<file path="config.mk">
export PLATFORM = sky130hd
export DESIGN_NAME = ecr_router
export DESIGN_NICKNAME = d
export VERILOG_FILES = /design/src/rtl/ecr_fifo.v /design/src/rtl/ecr_router.v
export VERILOG_INCLUDE_DIRS = /design/src /design/src/rtl
export SDC_FILE = /design/constraint.sdc
export NUM_CORES = 1
export LEC_CHECK = 0
export BUFFER_PORTS_ARGS = -buffer_cell sky130_fd_sc_hd__buf_2
export CORE_MARGIN = 3
export CORE_UTILIZATION = 42
export DETAILED_ROUTE_END_ITERATION = 16
export PLACE_DENSITY_LB_ADDON = 0.12
export SYNTH_ARGS = -nofsm -noshare
export SYNTH_HDL_FRONTEND = slang
export SYNTH_HIERARCHICAL = 1
export SYNTH_SLANG_ARGS = --single-unit
</file>
<file path="constraint.sdc">
create_clock -name ref_clk -period 5.4 [get_ports ref_clk]
set_input_delay 0.27 -clock ref_clk [delete_from_list [all_inputs] [get_ports ref_clk]]
set_output_delay 0.27 -clock ref_clk [all_outputs]
set_load 0.05 [all_outputs]
</file>
<file path="src/rtl/ecr_defines.vh">
// Constants for the E1 common channel signalling timeslot router.
// Assumes inclusion by bare name from the design files only.
`ifndef ECR_DEFINES_VH
`define ECR_DEFINES_VH

// ----------------------------------------------------------------
// Line timeslots carrying common channel signalling
// ----------------------------------------------------------------
`define ECR_SLOT_A        5'h0F
`define ECR_SLOT_B        5'h10
`define ECR_SLOT_C        5'h1F

// ----------------------------------------------------------------
// Backplane rate multipliers and geometry
// ----------------------------------------------------------------
`define ECR_MULT_SLOW     7'h01
`define ECR_MULT_FAST     7'h04
`define ECR_SLOTS_MAX     5'h1F
`define ECR_BYTE_ZERO     8'h00
`define ECR_CHAN_ZERO     7'h00

`endif

</file>
<file path="src/rtl/ecr_fifo.v">
// Flip-flop FIFO with valid/ready on both sides.
// Assumes one clock and a synchronous active-high reset.
`timescale 1ns/1ps

module ecr_fifo #(
  parameter WIDTH = 15,
  parameter DEPTH = 8,
  parameter AW    = 3
) (
  input  wire             ref_clk,
  input  wire             sys_rst,
  input  wire             in_valid,
  output wire             in_ready,
  input  wire [WIDTH-1:0] in_data,
  output wire             out_valid,
  input  wire             out_ready,
  output wire [WIDTH-1:0] out_data
);

  reg [WIDTH-1:0] mem [0:DEPTH-1]; // Storage entries
  reg [AW-1:0]    wr_ptr;          // Write index
  reg [AW-1:0]    rd_ptr;          // Read index
  reg [AW:0]      count;           // Occupancy

  wire push = in_valid & in_ready;
  wire pop  = out_valid & out_ready;

  assign in_ready  = (count != DEPTH[AW:0]);
  assign out_valid = (count != {(AW+1){1'b0}});
  assign out_data  = mem[rd_ptr];

  // ----------------------------------------------------------------
  // Pointer and count upkeep
  // ----------------------------------------------------------------
  always @(posedge ref_clk) begin
    if (sys_rst) begin
      wr_ptr <= {AW{1'b0}};
      rd_ptr <= {AW{1'b0}};
      count  <= {(AW+1){1'b0}};
    end else begin
      if (push) begin
        mem[wr_ptr] <= in_data;
        wr_ptr      <= wr_ptr + 1'b1;
      end
      if (pop)
        rd_ptr <= rd_ptr + 1'b1;
      if (push && !pop)
        count <= count + 1'b1;
      else if (pop && !push)
        count <= count - 1'b1;
    end
  end

endmodule // ecr_fifo

</file>
<file path="src/rtl/ecr_router.v">
// E1 common channel signalling router for one framer.
// Assumes backplane bytes arrive already parallel, one strobe per line
// timeslot, on ref_clk; the framer and backplane shifters are outside.
`timescale 1ns/1ps
`include "ecr_defines.vh"

module ecr_router #(
  parameter FIFO_DEPTH = 8
) (
  input  wire       ref_clk,
  input  wire       sys_rst,
  // Configuration levels from control logic (pins)
  input  wire       ccs_mode_select,
  input  wire       slot15_side_copy_en,
  input  wire       slot16_side_copy_en,
  input  wire       slot31_side_copy_en,
  input  wire [4:0] slot15_side_channel_sel,
  input  wire [4:0] slot16_side_channel_sel,
  input  wire [4:0] slot31_side_channel_sel,
  input  wire       fast_rate,
  input  wire [1:0] framer_number,
  // Receive: one line byte per strobe, line bit one in [7]
  input  wire       rx_line_valid,
  input  wire [4:0] rx_line_slot,
  input  wire [7:0] rx_line_byte,
  output reg        rx_line_ready,
  // Backplane data output stream
  output reg        data_out_valid,
  output reg  [6:0] data_out_channel,
  output reg  [7:0] data_out_stream,
  // Backplane signaling output stream
  output reg        signaling_out_valid,
  output reg  [6:0] signaling_out_channel,
  output reg  [7:0] signaling_out_stream,
  input  wire       signaling_out_ready,
  // Transmit: request a byte for a line timeslot
  input  wire       tx_slot_req,
  input  wire [4:0] tx_slot,
  input  wire [7:0] data_in_stream,
  input  wire [7:0] signaling_in_stream,
  output reg  [6:0] tx_data_channel,
  output reg  [6:0] tx_sig_channel,
  output reg        tx_line_valid,
  output reg  [7:0] tx_line_byte
);

  // ----------------------------------------------------------------
  // Input synchronisers for the configuration pins
  // ----------------------------------------------------------------
  reg [18:0] cfg_s1; // First stage, read only by second stage
  reg [18:0] cfg_s2; // Stable configuration
  always @(posedge ref_clk) begin
    if (sys_rst) begin
      cfg_s1 <= 19'h00000;
      cfg_s2 <= 19'h00000;
    end else begin
      cfg_s1 <= {ccs_mode_select, slot15_side_copy_en, slot16_side_copy_en,
                 slot31_side_copy_en, slot15_side_channel_sel,
                 slot16_side_channel_sel, slot31_side_channel_sel};
      cfg_s2 <= cfg_s1;
    end
  end

  wire       ccs_on  = cfg_s2[18];
  wire       en15    = cfg_s2[17];
  wire       en16    = cfg_s2[16];
  wire       en31    = cfg_s2[15];
  wire [4:0] sel15   = cfg_s2[14:10];
  wire [4:0] sel16   = cfg_s2[9:5];
  wire [4:0] sel31   = cfg_s2[4:0];
  // Rate and framer are kept apart so a rate change never tears the
  // copy enables and channel fields that share this vector.

  // Rate and framer share a second small synchroniser
  reg [2:0] rate_s1; // First stage
  reg [2:0] rate_s2; // Stable rate and framer number
  always @(posedge ref_clk) begin
    if (sys_rst) begin
      rate_s1 <= 3'h0;
      rate_s2 <= 3'h0;
    end else begin
      rate_s1 <= {fast_rate, framer_number};
      rate_s2 <= rate_s1;
    end
  end

  // ----------------------------------------------------------------
  // Channel mapping: channel = n + m*t
  // ----------------------------------------------------------------
  function [6:0] ecr_chan;
    input [4:0] t;
    input       fst;
    input [1:0] fr;
    begin
      if (fst)
        ecr_chan = {t, fr}; // 4*t + framer
      else
        ecr_chan = {2'h0, t}; // m=1, n=0
    end
  endfunction

  // Per-slot lookup of copy enable and side channel
  reg       sig_slot;
  reg       copy_en;
  reg [4:0] side_sel;
  always @* begin
    sig_slot = 1'b1;
    copy_en  = 1'b0;
    side_sel = 5'h00;
    case (rx_line_slot)
      `ECR_SLOT_A: begin
        copy_en  = en15;
        side_sel = sel15;
      end
      `ECR_SLOT_B: begin
        copy_en  = en16;
        side_sel = sel16;
      end
      `ECR_SLOT_C: begin
        copy_en  = en31;
        side_sel = sel31;
      end
      default: sig_slot = 1'b0;
    endcase
  end

  // ----------------------------------------------------------------
  // Side copy FIFO: holds channel and byte for the signaling output
  // ----------------------------------------------------------------
  wire        fifo_in_ready;
  wire        fifo_out_valid;
  wire [14:0] fifo_out_data;
  wire        want_copy = rx_line_valid & rx_line_ready & ccs_on &
                          sig_slot & copy_en;
  wire        pop = fifo_out_valid & (~signaling_out_valid |
                                      signaling_out_ready);

  ecr_fifo #(
    .WIDTH (15),
    .DEPTH (FIFO_DEPTH),
    .AW    (3)
  ) u_fifo (
    .ref_clk   (ref_clk),
    .sys_rst   (sys_rst),
    .in_valid  (want_copy),
    .in_ready  (fifo_in_ready),
    .in_data   ({ecr_chan(side_sel, rate_s2[2], rate_s2[1:0]),
                 rx_line_byte}),
    .out_valid (fifo_out_valid),
    .out_ready (pop),
    .out_data  (fifo_out_data)
  );

  // ----------------------------------------------------------------
  // Receive path; a full FIFO stalls the line side via ready
  // ----------------------------------------------------------------
  always @(posedge ref_clk) begin
    if (sys_rst) begin
      rx_line_ready         <= 1'b0;
      data_out_valid        <= 1'b0;
      data_out_channel      <= `ECR_CHAN_ZERO;
      data_out_stream       <= `ECR_BYTE_ZERO;
      signaling_out_valid   <= 1'b0;
      signaling_out_channel <= `ECR_CHAN_ZERO;
      signaling_out_stream  <= `ECR_BYTE_ZERO;
    end else begin
      // Drop ready for a cycle after each copy push so a byte accepted now always fits
      rx_line_ready  <= fifo_in_ready & ~want_copy;
      data_out_valid <= rx_line_valid & rx_line_ready;
      if (rx_line_valid && rx_line_ready) begin
        // Every slot, including 15/16/31, to its own channel
        data_out_channel <= ecr_chan(rx_line_slot, rate_s2[2],
                                     rate_s2[1:0]);
        // Bit 7 carries line bit one unchanged
        data_out_stream  <= rx_line_byte;
      end
      if (pop) begin
        signaling_out_valid   <= 1'b1;
        signaling_out_channel <= fifo_out_data[14:8];
        signaling_out_stream  <= fifo_out_data[7:0];
      end else if (signaling_out_ready)
        signaling_out_valid <= 1'b0;
    end
  end

  // ----------------------------------------------------------------
  // Transmit path: channel indices out, chosen byte back next cycle
  // ----------------------------------------------------------------
  reg       tx_t_copy; // Selected slot sources signaling input
  reg [4:0] tx_t_sel;
  always @* begin
    tx_t_copy = 1'b0;
    tx_t_sel  = tx_slot;
    case (tx_slot)
      `ECR_SLOT_A: begin
        tx_t_copy = en15;
        tx_t_sel  = sel15;
      end
      `ECR_SLOT_B: begin
        tx_t_copy = en16;
        tx_t_sel  = sel16;
      end
      `ECR_SLOT_C: begin
        tx_t_copy = en31;
        tx_t_sel  = sel31;
      end
      default: tx_t_copy = 1'b0;
    endcase
  end

  reg tx_pend;      // A request waits for its source bytes
  reg tx_from_sig;  // Byte comes from the signaling input
  always @(posedge ref_clk) begin
    if (sys_rst) begin
      tx_pend         <= 1'b0;
      tx_from_sig     <= 1'b0;
      tx_data_channel <= `ECR_CHAN_ZERO;
      tx_sig_channel  <= `ECR_CHAN_ZERO;
      tx_line_valid   <= 1'b0;
      tx_line_byte    <= `ECR_BYTE_ZERO;
    end else begin
      tx_pend       <= tx_slot_req;
      tx_line_valid <= tx_pend;
      if (tx_slot_req) begin
        // Same-numbered data channel
        tx_data_channel <= ecr_chan(tx_slot, rate_s2[2], rate_s2[1:0]);
        // Chosen signaling channel
        tx_sig_channel  <= ecr_chan(tx_t_sel, rate_s2[2], rate_s2[1:0]);
        tx_from_sig     <= ccs_on & tx_t_copy;
      end
      if (tx_pend)
        tx_line_byte <= tx_from_sig ? signaling_in_stream : data_in_stream;
    end
  end

endmodule // ecr_router

</file>
==> reports/summary.log <==
qor: setup_path.cp-start-kind register
qor: place.dpl_worst_slack 1.88 ns
qor: power_and_ir_drop.power.density 354 nW/um^2
qor: logic_synthesis.ys_top_cells_by_area sky130_fd_sc_hd__edfxtp_1 40%, sky130_fd_sc_hd__dfxtp_1 25%, sky130_fd_sc_hd__mux4_1 8.7%, sky130_fd_sc_hd__nor2b_1 3.3%, sky130_fd_sc_hd__mux2i_1 3.2%
qor: global_routing.globalRouteTotalUtil 16.6%
qor: sta.achievable-frequency 0.280 GHz
qor: floorplan.initial_core_util 42.9%
qor: logic_synthesis.synth_flop_cell sky130_fd_sc_hd__edfxtp_1
qor: logic_synthesis.post_synth_edffs 120
qor: cells_and_area.syn2layout_area_growth 21.3%
qor: power_and_ir_drop.finalPower 3.88 mW
qor: cells_and_area.fill_cells 1823
qor: place.dp_hpwl 12800 um
qor: route.detail_route.wirelength 19600 um
qor: global_routing.grt_pass1_vias 5751
qor: floorplan.die_width 153 um
qor: place.placedInstanceArea 9890 um^2
qor: logic_synthesis.async_reset_ff_share 0%
qor: sta.timing.max_slew.rel_slack 35.2%
qor: sta.rsz0062_at_grt false
qor: cts.cts_root_buf sky130_fd_sc_hd__clkbuf_16
qor: cts.h_tree_levels 1
qor: sta.clock_skew_after_layout 0.0212 ns
qor: sta.timing.final.max_slew_violations 0
qor: route.post_drt_via_cell_ratio 5.16
qor: floorplan.fp.dieArea 23400 um^2
qor: logic_synthesis.netlist_instances 660
qor: cells_and_area.final_core_util 52.1%
qor: place.io_buffer_count 116
qor: sta.report.final.hold_viol_count 0
qor: place.gpl.final_weighted_congestion 0.875
qor: place.dp_cells 1019
qor: route.drt_drc_violations_left 0
qor: logic_synthesis.area_share_of_the_largest_cell_type_after_synthesis 39.8%
qor: cts.cts_num_sinks 235
qor: cts.cts_clk_pin_slew_worst_paths 0.06 ns
qor: sta.setup_viol 0
qor: cts.cts-hold-fix-buffers 22
qor: route.dr.pass1.iters 4
qor: power_and_ir_drop.irDropWorstVdd 0.246 mV
qor: route.wl_per_cell 18.0 um
qor: cells_and_area.layoutNonFillerInstCount 1089
qor: cts.cts-buffers-inserted 26
qor: route.antenna_left 0
qor: cells_and_area.final_design_area_no_fill 11000 um^2
qor: floorplan.rows 53
qor: cells_and_area.num_antenna_cells 0
qor: route.routed-via-count 5623
qor: logic_synthesis.synth_common_cells 120 x sky130_fd_sc_hd__edfxtp_1, 115 x sky130_fd_sc_hd__dfxtp_1, 64 x sky130_fd_sc_hd__nand2_1
qor: cells_and_area.multi_input_area 2960 um^2
qor: worst_hold_path.worst_hold_path_class in2reg
qor: logic_synthesis.synth_cell_types 53
qor: flow_run.maxCapViolCount 0
qor: logic_synthesis.synth_sequential_area_ratio 65.2%
qor: logic_synthesis.yosysMostFrequentCell sky130_fd_sc_hd__edfxtp_1
qor: cts.cts.repair_timing.setup_buffer_count 0
qor: logic_synthesis.synth_fp_nets 727
qor: logic_synthesis.yosys_warnings 6
qor: setup_path.endpoint_kind register
qor: floorplan.core_region_area 21100 um^2
qor: sta.whs 0.0388 ns
qor: cells_and_area.area.sequential 5910 um^2
qor: setup_path.path_class reg2reg
qor: cells_and_area.fin_nets 861
qor: cts.cts_repair_resized_insts 0
qor: global_routing.globalRouteOverflowTotal 0
qor: logic_synthesis.netlist_area 9050 um^2
qor: setup_path.worstPathRequired 5.80 ns
qor: status.run_status completed
qor: logic_synthesis.ys_seq_elements 235
qor: cts.cts_max_path_buffers 3
qor: sta.layout_worst_path_cycle_share 66.0%
qor: floorplan.number_of_top_level_pins 117
qor: floorplan.die-height 153 um
qor: cts.clock_latency_late_sink 0.53 ns
qor: cts.cts_tree built
qor: sta.worst_pin_slew 0.971 ns
qor: logic_synthesis.synth.largest_area_cell sky130_fd_sc_hd__edfxtp_1
qor: setup_path.highest_net_fanout_along_the_worst_path 19
qor: cells_and_area.post_route_cells_drive_above_1_share 23.6%
qor: global_routing.grt_start_max_net_pins 97
qor: sta.period_minus_slack 3.57 ns
qor: sta.fin_setup_tns 0 ns
qor: logic_synthesis.syn_area_per_cell 13.7 um^2
qor: route.dr.first_iter.drc_count 304
qor: global_routing.grt_first_pass_wirelength 31200 um
qor: sta.finalWorstSetupSlack 1.83 ns
qor: global_routing.initial_antenna_violation_count 0
qor: power_and_ir_drop.power.leakage 4.14 nW
qor: setup_path.arrival 3.96 ns
## final timing paths
path | start | to | depth (start not counted) | slack [ns]
hold reg to reg | cfg_s1[7] | cfg_s2[7] | 1 | 0.43
setup / recovery | rx_line_ready | u_fifo/count[3] | 12 | 1.83
hold / removal | rx_line_byte[1] | u_fifo/mem[3][1] | 1 | 0.04
setup reg to reg | rx_line_ready | u_fifo/count[3] | 12 | 1.83
## registers in the layout (all words and copies together) (netlist names), 3 cells and up, named ones only
name	flops
data_out_channel	7
u_fifo/mem	120
tx_data_channel	7
rate_s1	3
signaling_out_channel	7
cfg_s1	19
u_fifo/rd_ptr	3
data_out_stream	8
cfg_s2	19
u_fifo/count	4
u_fifo/wr_ptr	3
signaling_out_stream	8
tx_sig_channel	7
rate_s2	3
tx_line_byte	8
## cell type report
cell class / count / area share [%]
timing repair buffer: 146 / 7.86
sequential: 235 / 53.8
multi-input combinational: 375 / 27.0
clock buffer: 28 / 5.99
inverter: 10 / 0.342
tap: 275 / 3.13
clock inverter: 20 / 1.93
## worst max-delay path, stage by stage (launching register included)
cell                       delay [ns]
sky130_fd_sc_hd__dfxtp_1         0.36
sky130_fd_sc_hd__and2_1          0.57
sky130_fd_sc_hd__nand2_1         0.18
sky130_fd_sc_hd__a21oi_1         0.43
sky130_fd_sc_hd__nand2_4         0.20
sky130_fd_sc_hd__inv_1           0.16
sky130_fd_sc_hd__ha_1            0.19
sky130_fd_sc_hd__inv_1           0.10
sky130_fd_sc_hd__ha_1            0.35
sky130_fd_sc_hd__a21oi_1         0.24
sky130_fd_sc_hd__a211oi_1        0.12
sky130_fd_sc_hd__a31oi_1         0.18
sky130_fd_sc_hd__mux2_2          0.36
## power by group
group          internal (mW)  switching, mW  total (mW)
clock                   1.07          0.685        1.76
sequential              1.90         0.0190        1.92
combinational         0.0682          0.137       0.205
## routing by layer
metal	global-route usage [%]	vias up	wire length [um]	part of all wire, %
li1	-	2711	-	-
met1	22.2	2694	8510	43
met2	27.6	180	9340	48
met3	3.31	38	1180	6.0
met4	4.88	0	539	2.8
met5	0	-	0	0
## cell families after synthesis
family,after synthesis,share of synthesized area (%)
flops,235,65.2
xor+xnor,6,0.580
simple gates,201,11.0
fa+ha+maj,6,0.912
buf+inv,50,2.52
compound gates,87,5.89
mux,75,13.9
## cells in the final DEF, fill, tap and decap left out, drive strengths merged, types with 5 or more instances in the layout
cell type / count
inv: 11
mux2i: 29
nand3: 12
dfxtp: 115
a211oi: 18
buf: 124
a311oi: 5
ha: 5
a21oi: 46
nand2: 66
o21ai: 7
clkinv: 11
clkbuf: 28
nor2b: 48
xor2: 5
dlygate4sd3: 22
edfxtp: 120
mux4: 30
nor2: 50
mux2: 16
No activity file was read; power rests on OpenSTA's default activity.
